===== config.mk =====
export PLATFORM = sky130hd
export DESIGN_NAME = pwmoc_core
export DESIGN_NICKNAME = d
export VERILOG_FILES = /design/src/pwmoc_dummy_never.sv /design/src/pwmoc_pkg.sv /design/src/pwmoc_core.sv
export VERILOG_INCLUDE_DIRS = /design/src
export SDC_FILE = /design/constraint.sdc
export NUM_CORES = 1
export LEC_CHECK = 0
export BUFFER_PORTS_ARGS = -buffer_cell sky130_fd_sc_hd__buf_2
export CORE_MARGIN = 4
export CORE_UTILIZATION = 55
export CTS_CLUSTER_SIZE = 14
export DETAILED_ROUTE_END_ITERATION = 10
export PLACE_DENSITY = 0.79
export SYNTH_ARGS = -nofsm -noshare
export SYNTH_HDL_FRONTEND = slang
export SYNTH_SLANG_ARGS = --single-unit

===== constraint.sdc =====
create_clock -name clock -period 6.1 [get_ports clock]
set_clock_uncertainty 0.2 [all_clocks]
set_input_delay 1.22 -clock clock [delete_from_list [all_inputs] [get_ports clock]]
set_output_delay 1.22 -clock clock [all_outputs]
set_load 0.01 [all_outputs]

===== src/pwmoc_cfg.svh =====
// Register offsets, field positions and reset values of the PWM timing block
`ifndef PWMOC_CFG_SVH
`define PWMOC_CFG_SVH

// Byte offsets of the three words on the bus
`define PWMOC_ON_OFS      8'h00
`define PWMOC_OFF_OFS     8'h04
`define PWMOC_SETUP_OFS   8'h08

// Field widths
`define PWMOC_CNT_W       16
`define PWMOC_SETUP_W     7
`define PWMOC_DIV_W       4

// Fields of the setup word
`define PWMOC_RUN_BIT     0
`define PWMOC_SEL_BIT     1
`define PWMOC_INV_BIT     2
`define PWMOC_DIV_LSB     3
`define PWMOC_DIV_MSB     6

// Reset values
`define PWMOC_ON_RST      16'h0000
`define PWMOC_OFF_RST     16'hffff
`define PWMOC_SETUP_RST   7'h00

`endif


===== src/pwmoc_dummy_never.sv =====
// Spare source slot of the PWM timing block; holds no logic
`timescale 1ns/10ps


===== src/pwmoc_pkg.sv =====
// Types shared by the PWM timing block
package pwmoc_pkg;
  `include "pwmoc_cfg.svh"

  typedef enum logic [0:0] {
    ph_off = 1'b0,
    ph_on  = 1'b1
  } pwmoc_phase_e;

  // AHB-Lite request side, as driven by the master
  typedef struct packed {
    logic        hsel;
    logic [31:0] haddr;
    logic [1:0]  htrans;
    logic        hwrite;
    logic [2:0]  hsize;
    logic [31:0] hwdata;
    logic        hready;
  } pwmoc_ahb_req_s;

  // Whole state of the block
  typedef struct packed {
    logic [`PWMOC_CNT_W-1:0]   on_vis;
    logic [`PWMOC_CNT_W-1:0]   off_vis;
    logic [`PWMOC_CNT_W-1:0]   on_hold;
    logic [`PWMOC_CNT_W-1:0]   off_hold;
    logic [3:0]                hold_full;
    logic [`PWMOC_SETUP_W-1:0] setup;
    logic [`PWMOC_DIV_W-1:0]   pre_cnt;
    logic [`PWMOC_CNT_W-1:0]   cnt;
    pwmoc_phase_e              phase;
    logic                      pwm;
    logic                      ap_valid;
    logic                      ap_write;
    logic [7:0]                ap_addr;
    logic [3:0]                ap_lanes;
    logic [31:0]               rdata;
  } pwmoc_state_s;
endpackage : pwmoc_pkg


===== src/pwmoc_core.sv =====
// PWM generator: off-time, configuration, down counter and AHB-Lite slave
// Contract
// - Off-time field, reset all ones, makes off phase value plus one ticks
// - Off-time zero holds the output at its on level
// - Prescale field divides the selected source clock by value plus one
// - Prescale value zero lets counter run at the undivided source rate
// - Prescaled tick sets the decrement rate of the 16-bit down counter
// - Polarity bit set makes on level low, cleared makes it high
// - Clock-select bit picks slow source when set, fast source when clear
// - Run bit cleared resets counters and forces the off phase
// - Run bit cleared drives the inactive level given by polarity
// - Count registers keep contents and stay accessible while disabled
// - Run bit resets to zero and disabled block stops its counting
// - On-time value plus one ticks; zero with nonzero off holds full off
// - Count writes go to holding, applied after four bytes and off end; if full on or stopped, after four bytes alone
// - Sleep clears counters and puts phase and output to off
//
// Our own choice: register access over AHB-Lite.
`timescale 1ns/10ps
`include "pwmoc_cfg.svh"

module pwmoc_core (
  input  wire logic                     clock,
  input  wire logic                     rst_n,
  input  wire pwmoc_pkg::pwmoc_ahb_req_s ahb_req,
  output logic [31:0]                   hrdata,
  output logic                          hreadyout,
  output logic                          hresp,
  input  wire logic                     fast_tick,
  input  wire logic                     slow_tick,
  input  wire logic                     sleep_req,
  output logic                          pwm_out
);
  import pwmoc_pkg::*;

  pwmoc_state_s st_reg;
  pwmoc_state_s st_next;

  logic                     run;
  logic                     invert;
  logic                     src_tick;
  logic [`PWMOC_DIV_W-1:0]  div;
  logic                     active;
  logic                     ptick;
  logic                     full_on;
  logic                     full_off;
  logic                     off_done;
  logic                     apply;
  logic                     wr;
  logic                     on_level;
  logic [3:0]               written;

  // Byte lanes touched by one transfer
  function automatic logic [3:0] pwmoc_lanes(input logic [2:0] size, input logic [1:0] a);
    case (size)
      3'h0:    return 4'h1 << a;
      3'h1:    return a[1] ? 4'hc : 4'h3;
      default: return 4'hf;
    endcase
  endfunction : pwmoc_lanes

  // Read view of a register, reserved bits as zero
  function automatic logic [31:0] pwmoc_read(input logic [7:0] a, input pwmoc_state_s s);
    case (a)
      `PWMOC_ON_OFS:    return {16'h0000, s.on_vis};
      `PWMOC_OFF_OFS:   return {16'h0000, s.off_vis};
      `PWMOC_SETUP_OFS: return {25'h0000000, s.setup};
      default:          return 32'h00000000;
    endcase
  endfunction : pwmoc_read

  assign run      = st_reg.setup[`PWMOC_RUN_BIT];
  assign invert   = st_reg.setup[`PWMOC_INV_BIT];
  assign div      = st_reg.setup[`PWMOC_DIV_MSB:`PWMOC_DIV_LSB];
  assign src_tick = st_reg.setup[`PWMOC_SEL_BIT] ? slow_tick : fast_tick;
  // Stopping the count stands in for gating the source clocks
  assign active   = run && !sleep_req;
  assign ptick    = active && src_tick && (st_reg.pre_cnt >= div);
  assign full_on  = (st_reg.off_vis == 16'h0000);
  assign full_off = (st_reg.on_vis == 16'h0000) && !full_on;
  assign off_done = ptick && (st_reg.phase == ph_off) && (st_reg.cnt == 16'h0000);
  assign apply    = (&st_reg.hold_full) && (off_done || full_on || !active);
  assign wr       = st_reg.ap_valid && st_reg.ap_write;
  assign on_level = active && (full_on || (!full_off && st_reg.phase == ph_on));

  assign hreadyout = 1'b1;
  assign hresp     = 1'b0;
  assign hrdata    = st_reg.rdata;
  assign pwm_out   = st_reg.pwm;

  always_comb
  begin
    st_next = st_reg;
    written = 4'h0;

    // Holding words and setup take the data phase of a write
    if (wr && st_reg.ap_addr == `PWMOC_ON_OFS)
    begin
      for (int i = 0; i < 2; i++)
      begin
        if (st_reg.ap_lanes[i])
        begin
          st_next.on_hold[i*8 +: 8] = ahb_req.hwdata[i*8 +: 8];
          written[i] = 1'b1;
        end
      end
    end
    if (wr && st_reg.ap_addr == `PWMOC_OFF_OFS)
    begin
      for (int i = 0; i < 2; i++)
      begin
        if (st_reg.ap_lanes[i])
        begin
          st_next.off_hold[i*8 +: 8] = ahb_req.hwdata[i*8 +: 8];
          written[i+2] = 1'b1;
        end
      end
    end
    if (wr && st_reg.ap_addr == `PWMOC_SETUP_OFS && st_reg.ap_lanes[0])
    begin
      st_next.setup = ahb_req.hwdata[`PWMOC_SETUP_W-1:0];
    end

    // A byte written in the cycle of the transfer stays marked
    if (apply)
    begin
      st_next.on_vis  = st_reg.on_hold;
      st_next.off_vis = st_reg.off_hold;
      st_next.hold_full = written;
    end
    else
    begin
      st_next.hold_full = st_reg.hold_full | written;
    end

    if (!active)
    begin
      st_next.pre_cnt = 4'h0;
      st_next.cnt     = 16'h0000;
      st_next.phase   = ph_off;
    end
    else
    begin
      if (src_tick)
      begin
        st_next.pre_cnt = ptick ? 4'h0 : st_reg.pre_cnt + 4'h1;
      end
      if (ptick)
      begin
        if (st_reg.cnt != 16'h0000)
        begin
          st_next.cnt = st_reg.cnt - 16'h0001;
        end
        else if (st_reg.phase == ph_off)
        begin
          st_next.phase = ph_on;
          st_next.cnt   = apply ? st_reg.on_hold : st_reg.on_vis;
        end
        else
        begin
          st_next.phase = ph_off;
          st_next.cnt   = st_reg.off_vis;
        end
      end
    end

    // Inactive level follows polarity while stopped
    st_next.pwm = on_level ^ invert;

    // Address phase; zero wait states so hreadyout is always high
    st_next.ap_valid = ahb_req.hsel && ahb_req.htrans[1] && ahb_req.hready;
    st_next.ap_write = ahb_req.hwrite;
    st_next.ap_addr  = ahb_req.haddr[7:0];
    st_next.ap_lanes = pwmoc_lanes(ahb_req.hsize, ahb_req.haddr[1:0]);
    // Read from next state so a write just before is seen
    st_next.rdata    = st_reg.rdata;
    if (st_next.ap_valid && !ahb_req.hwrite)
    begin
      st_next.rdata = pwmoc_read({ahb_req.haddr[7:2], 2'b00}, st_next);
    end
  end

  always_ff @(posedge clock or negedge rst_n)
  begin
    if (!rst_n)
    begin
      st_reg           <= '0;
      st_reg.on_vis    <= `PWMOC_ON_RST;
      st_reg.off_vis   <= `PWMOC_OFF_RST;
      st_reg.on_hold   <= `PWMOC_ON_RST;
      st_reg.off_hold  <= `PWMOC_OFF_RST;
      st_reg.setup     <= `PWMOC_SETUP_RST;
      st_reg.phase     <= ph_off;
    end
    else
    begin
      st_reg <= st_next;
    end
  end
endmodule : pwmoc_core


==> results_dict.tcl, run 1 <==
set metrics [dict create \
    gr-total-overflow 0 \
    cp_slowest_stage_delay_ns 0.57 \
    crit_slowest_cell "nand4_1" \
    peakVddDrop_uv 271 \
    synth.cell_area_mm2 0.00627 \
    crit_type "flop to flop" \
    synth_top_area_share_pct 37.1 \
    tns_ns 0 \
    cts.sinks 125 \
    antenna_found_initial 0 \
    cts_resized 0 \
    crit_fanout 14 \
    setup-violations-final 0 \
    worstReg2RegEnd "hrdata[14]$_DFFE_PN0P_" \
    postCtsHoldBufs 0 \
    drv_cap 0 \
    netlist_instances 529 \
    cp.required_ns 6.20 \
    post-cts-setup-buffers 0 \
    synth_xor_area_share_pct 1.12 \
    place_ws_ns 2.02 \
    syn_area_per_cell_um2 11.9 \
    rsz0062_at_grt "false" \
    wire_per_inst_um 19.6 \
    tritoncts "done" \
    synth_area_leaders "dfrtp_1, dfstp_2, mux2_2, buf_4, mux4_2" \
    async_reset_ff_share_pct 100 \
    cellPowerDensity_mw_per_mm2 275 \
    die_w_um 115 \
    layout_setup_ws_ns 2.19 \
    dp_hpwl_mm 9.88 \
    synthFlopType "dfrtp_1" \
    clock_tree.htree_level_count 4 \
    ios 112 \
    seq_area_mm2 0.00317 \
    grt_pass1_vias 4535 \
    synthMuxAreaShare_pct 17.4 \
    finalNetCount 651 \
    endpoint_kind "flop" \
    areaGrowthSynthToFinish_pct 11.6 \
    drive_above_1_share_pct 34.4 \
    synth_compound_area_share_pct 10.8 \
    cts_root_buf "clkbuf_16" \
    routed_wl_mm 14.1 \
    final_common_cell "dfrtp_1" \
    dieArea_mm2 0.0132 \
    drc 0 \
    post_synth_num_cell_types 66 \
    synth_top_family_by_area "multiplexers" \
    critPathLaunchType "flop" \
    path_clk_slew_ns 0.06 \
    synth_area_leader_cell "dfrtp_1" \
    worstPathCellList "inv_1, ha_1, nor4b_1, nand4_1, nor2_4, a21o_1, buf_4, mux4_2, a22o_1" \
    worst_slew_pin_slew_ns 1.08 \
    grtUsageTotal_pct 22.8 \
    arrival_ns 4.01 \
    synth_adder_area_share_pct 1.20 \
    clk_latency_ns 0.41 \
    multi_input_area_mm2 0.00269 \
    ys_ff_latch 125 \
    crit_path_start "st_reg[48]$_DFFE_PN0P_" \
    clock_path_buffers 2 \
    port_buffers 52 \
    finalCritPeriodShare_pct 64.1 \
    synthSimpleGateAreaFrac_pct 11.3 \
    nFillCells 826 \
    insertedDiodeCount 0 \
    vias_per_cell 6.15 \
    endpoint "hrdata[14]$_DFFE_PN0P_" \
    numCtsBuffers 17 \
    worstHoldPathType "flop to flop" \
    yosysSeqAreaShare_pct 50.5 \
    rr_worst_depth 9 \
    row_count 38 \
    largest_reg_flops 102 \
    synth-edff-count 0 \
    r2r_start "st_reg[48]$_DFFE_PN0P_" \
    drt-initial-drc-count 319 \
    min_period_ns 3.91 \
    start_util_pct 57.1 \
    vias 4435 \
    die_h_um 115 \
    grt_pass1_wl_mm 23.2 \
    finalMaxSlewViolations 0 \
    core_mm2 0.0110 \
    outcome "complete, no violations" \
    p_leak_uw 0.00332 \
    grt_max_degree 88 \
    ant_nets 0 \
    fmax_ghz 0.256 \
    gp_congestion 0.896 \
    finalHoldViolCount 0 \
    final_cell_mix "dfrtp_1, mux2_2, buf_2, dfstp_2, nor2_1" \
    ys_warn_count 0 \
    drt_first_pass_iters 5 \
    slew_headroom_pct 28.0 \
    r2r_slack_ns 2.19 \
]
## stage by stage
| stage | hold slack, ns | utilization [%] | cells | cell area, µm² | power, µW |
|---|---|---|---|---|---|
| final | 0.276 | 63.7 | 721 | 7000 | 1920 |
| after global routing | 0.295 | 63.7 | 721 | 7000 | 1990 |
| after CTS | 0.277 | 63.7 | 721 | 7000 | 1930 |
| after detailed placement | 0.262 | 58.4 | 689 | 6410 | 957 |
| after global placement | 0.252 | 58.4 | 689 | 6410 | 953 |
| after floorplan | 0.236 | - | 545 | 6330 | 922 |
## report_power, final
group	switching (µW)	internal, µW	total [µW]
clock network	371	610	982
logic	55.3	28.4	83.7
registers	10.1	850	860
total	437	1490	1920
## synth_stat cells, drive strengths merged, types with 12 or more instances
cell	count
buf	41
a21oi	15
nand2	23
o21ai	25
dfstp	32
dfrtp	93
mux2	61
mux2i	20
nor3	12
inv	23
nor4	14
nor2	28
## cell type report
| cell class | count | share of cell area (%) |
|---|---|---|
| inverters | 23 | 1.23 |
| clock inverters | 14 | 2.06 |
| flip-flops and latches | 125 | 45.3 |
| repair buffers | 56 | 4.18 |
| well taps | 140 | 2.50 |
| multi-input cells | 345 | 38.5 |
| clock buffers | 18 | 6.28 |
## worst max-delay path, delay by kind of cell (launching register included)
| family | cells | cell delay (ns) |
|---|---|---|
| simple gates | 3 | 1.34 |
| compound gates | 2 | 0.60 |
| buf+inv | 2 | 0.41 |
| mux | 1 | 0.56 |
| flops | 1 | 0.43 |
| fa+ha+maj | 1 | 0.25 |
## worst min-delay path by stage
stage,depth (start not counted),start,end
3_3_place_gp,1,invert$_DFF_PN0_,pwm_out$_DFF_PN0_
3_5_place_dp,1,invert$_DFF_PN0_,pwm_out$_DFF_PN0_
2_1_floorplan,1,invert$_DFF_PN0_,pwm_out$_DFF_PN0_
4_1_cts,1,invert$_DFF_PN0_,pwm_out$_DFF_PN0_
5_1_grt,1,invert$_DFF_PN0_,pwm_out$_DFF_PN0_
6_report,1,invert$_DFF_PN0_,pwm_out$_DFF_PN0_
## kinds of logic after synthesis
logic type	count (synthesis)
muxes	90
DFF	125
buffers and inverters	75
other	2
adders and majority gates	6
and+or+nand+nor	127
xor gates and xnor gates	8
AOI/OAI and AO/OA	96
## layer usage
metal | up-vias | track usage [%] | share of wire (%)
met5 | - | 0 | 0
met4 | 0 | 8.14 | 2.0
met3 | 33 | 4.89 | 7.1
met2 | 203 | 38.0 | 50
met1 | 2215 | 29.7 | 41
li1 | 1984 | - | -
No activity file was read; power rests on OpenSTA's default activity.
==> run 2: changes to the inputs <==
- CORE_UTILIZATION: 55 -> 51
- PLACE_DENSITY: 0.79 -> 0.77
- clock period: 6.1 -> 3.4 ns (I/O delays scaled with it)
==> run 2 against run 1 <==
Net effect: total power increased by 82%; critical path type unchanged; core utilization is 4.4 points lower; setup slack worse by 1.9 ns.
==> results_dict.tcl, run 2 (synthesis results as in run 1) <==
set metrics [dict create \
    switching_power_uw 770 \
    cp.required_ns 3.50 \
    crit_type "flop to flop" \
    layout_setup_ws_ns 0.290 \
    crit_slowest_cell "mux4_2" \
    cts_root_buf "clkbuf_16" \
    fmax_ghz 0.322 \
    dp_hpwl_mm 10.8 \
    p_sw_share_pct 22.0 \
    finalMaxSlewViolations 0 \
    grt_max_degree 57 \
    finalNetCount 661 \
    areaGrowthSynthToFinish_pct 13.6 \
    drt_first_pass_iters 5 \
    die_w_um 119 \
    finalCritPeriodShare_pct 91.5 \
    cp_slowest_stage_delay_ns 0.56 \
    slew_headroom_pct 48.3 \
    worstHoldPathType "input pin to async pin" \
    clock_tree.htree_level_count 4 \
    ios 112 \
    drive_above_1_share_pct 35.4 \
    outcome "complete, no violations" \
    grt_pass1_wl_mm 24.9 \
    setup-violations-final 0 \
    p_leak_uw 0.00339 \
    grtUsageTotal_pct 22.4 \
    clockPowerShare_pct 51.4 \
    path_clk_slew_ns 0.06 \
    numCtsBuffers 17 \
    core_mm2 0.0120 \
    drt-initial-drc-count 316 \
    start_util_pct 52.2 \
    vias_per_cell 6.15 \
    final_cell_mix "dfrtp_1, mux2_2, buf_2, dfstp_2, nor2_1" \
    critPathLaunchType "flop" \
    cts.sinks 125 \
    p_int_uw 2730 \
    power_frac_seq_pct 44.1 \
    peakVddDrop_uv 330 \
    routed_wl_mm 15.2 \
    place_inst 706 \
    antenna_found_initial 0 \
    min_period_ns 3.11 \
    ant_nets 0 \
    r2r_slack_ns 0.29 \
    arrival_ns 3.21 \
    instances_no_fill 737 \
    p_comb_share_pct 4.5 \
    insertedDiodeCount 0 \
    drv_cap 0 \
    die_h_um 119 \
    cellPowerDensity_mw_per_mm2 492 \
    endpoint_kind "flop" \
    final_common_cell "dfrtp_1" \
    gr-total-overflow 0 \
    clock_path_buffers 2 \
    wire_per_inst_um 20.7 \
    tritoncts "done" \
    rr_worst_depth 9 \
    whs_ns 0.109 \
    tns_ns 0 \
    grt_pass1_vias 4739 \
    rsz0062_at_grt "false" \
    clk_latency_ns 0.41 \
    gp_congestion 0.930 \
    row_count 40 \
    vias 4532 \
    place_ws_ns 0.275 \
    power.total_uw 3500 \
    largest_reg_flops 102 \
    finalHoldViolCount 0 \
    crit_fanout 35 \
    dieArea_mm2 0.0141 \
    worstReg2RegEnd "hrdata[9]$_DFFE_PN0P_" \
    port_buffers 52 \
    worst_slew_pin_slew_ns 0.769 \
    r2r_start "st_reg[49]$_DFFE_PN0P_" \
    worstPathCellList "inv_1, ha_1, nor4b_2, nand4_1, nor2_4, a21o_1, buf_12, mux4_2, a22o_1" \
    drc 0 \
]
-- run 2: per-layer routing --
metal,global-route usage (%),up-vias,wire length (µm)
li1,-,2001,-
met1,28.7,2267,6140
met2,36.6,218,7510
met3,5.41,46,1080
met4,9.34,0,493
met5,0,-,0
-- run 2: area by class of cell --
type                    count  area (µm²)
fillers                   923        4890
clock inverters             9         110
inverters                  23        86.3
repair buffers             66         393
clock buffers              22         484
well taps                 147         184
flip-flops and latches    125        3170
multi-input cells         345        2700
-- run 2: worst max-delay path: cells and delay by family, from the launching register on --
family,cells,cell delay (ns)
AOI/OAI and AO/OA,2,0.41
muxes,1,0.56
DFF,1,0.44
and+or+nand+nor,3,0.77
adders and majority gates,1,0.25
buffers and inverters,2,0.36
-- run 2: how the worst max path moves through the flow --
stage / startpoint / to / slack [ns] / cells after the start
2_1_floorplan: sleep_req / hrdata[4]$_DFFE_PN0P_ / 0.49 / 9
3_3_place_gp: st_reg[48]$_DFFE_PN0P_ / hrdata[14]$_DFFE_PN0P_ / 0.30 / 9
3_5_place_dp: st_reg[48]$_DFFE_PN0P_ / hrdata[9]$_DFFE_PN0P_ / 0.27 / 9
4_1_cts: st_reg[48]$_DFFE_PN0P_ / hrdata[9]$_DFFE_PN0P_ / 0.23 / 9
5_1_grt: st_reg[48]$_DFFE_PN0P_ / hrdata[9]$_DFFE_PN0P_ / 0.13 / 9
6_report: st_reg[49]$_DFFE_PN0P_ / hrdata[9]$_DFFE_PN0P_ / 0.29 / 9
-- run 2: metrics by stage --
step	utilization [%]	area, µm²
floorplan	-	6330
global placement	54.3	6520
detailed placement	54.3	6520
CTS	59.3	7120
global route	59.3	7120
finish	59.3	7120
-- run 2: power groups by stage --
| stage | clock [µW] | sequential [µW] | combinational [µW] |
|---|---|---|---|
| detailed placement | 0 | 1570 | 159 |
| global route | 1890 | 1550 | 179 |
| global placement | 0 | 1560 | 152 |
| CTS | 1810 | 1540 | 160 |
| finish | 1800 | 1540 | 159 |
| floorplan | 0 | 1560 | 92.9 |
-- run 2: timing repair --
| action | CTS | global route |
|---|---|---|
| setup endpoints to repair | 0 | 1 |
| buffers inserted | 0 | 0 |
| hold buffers | 0 | 0 |
| resized for setup | 0 | 1 |
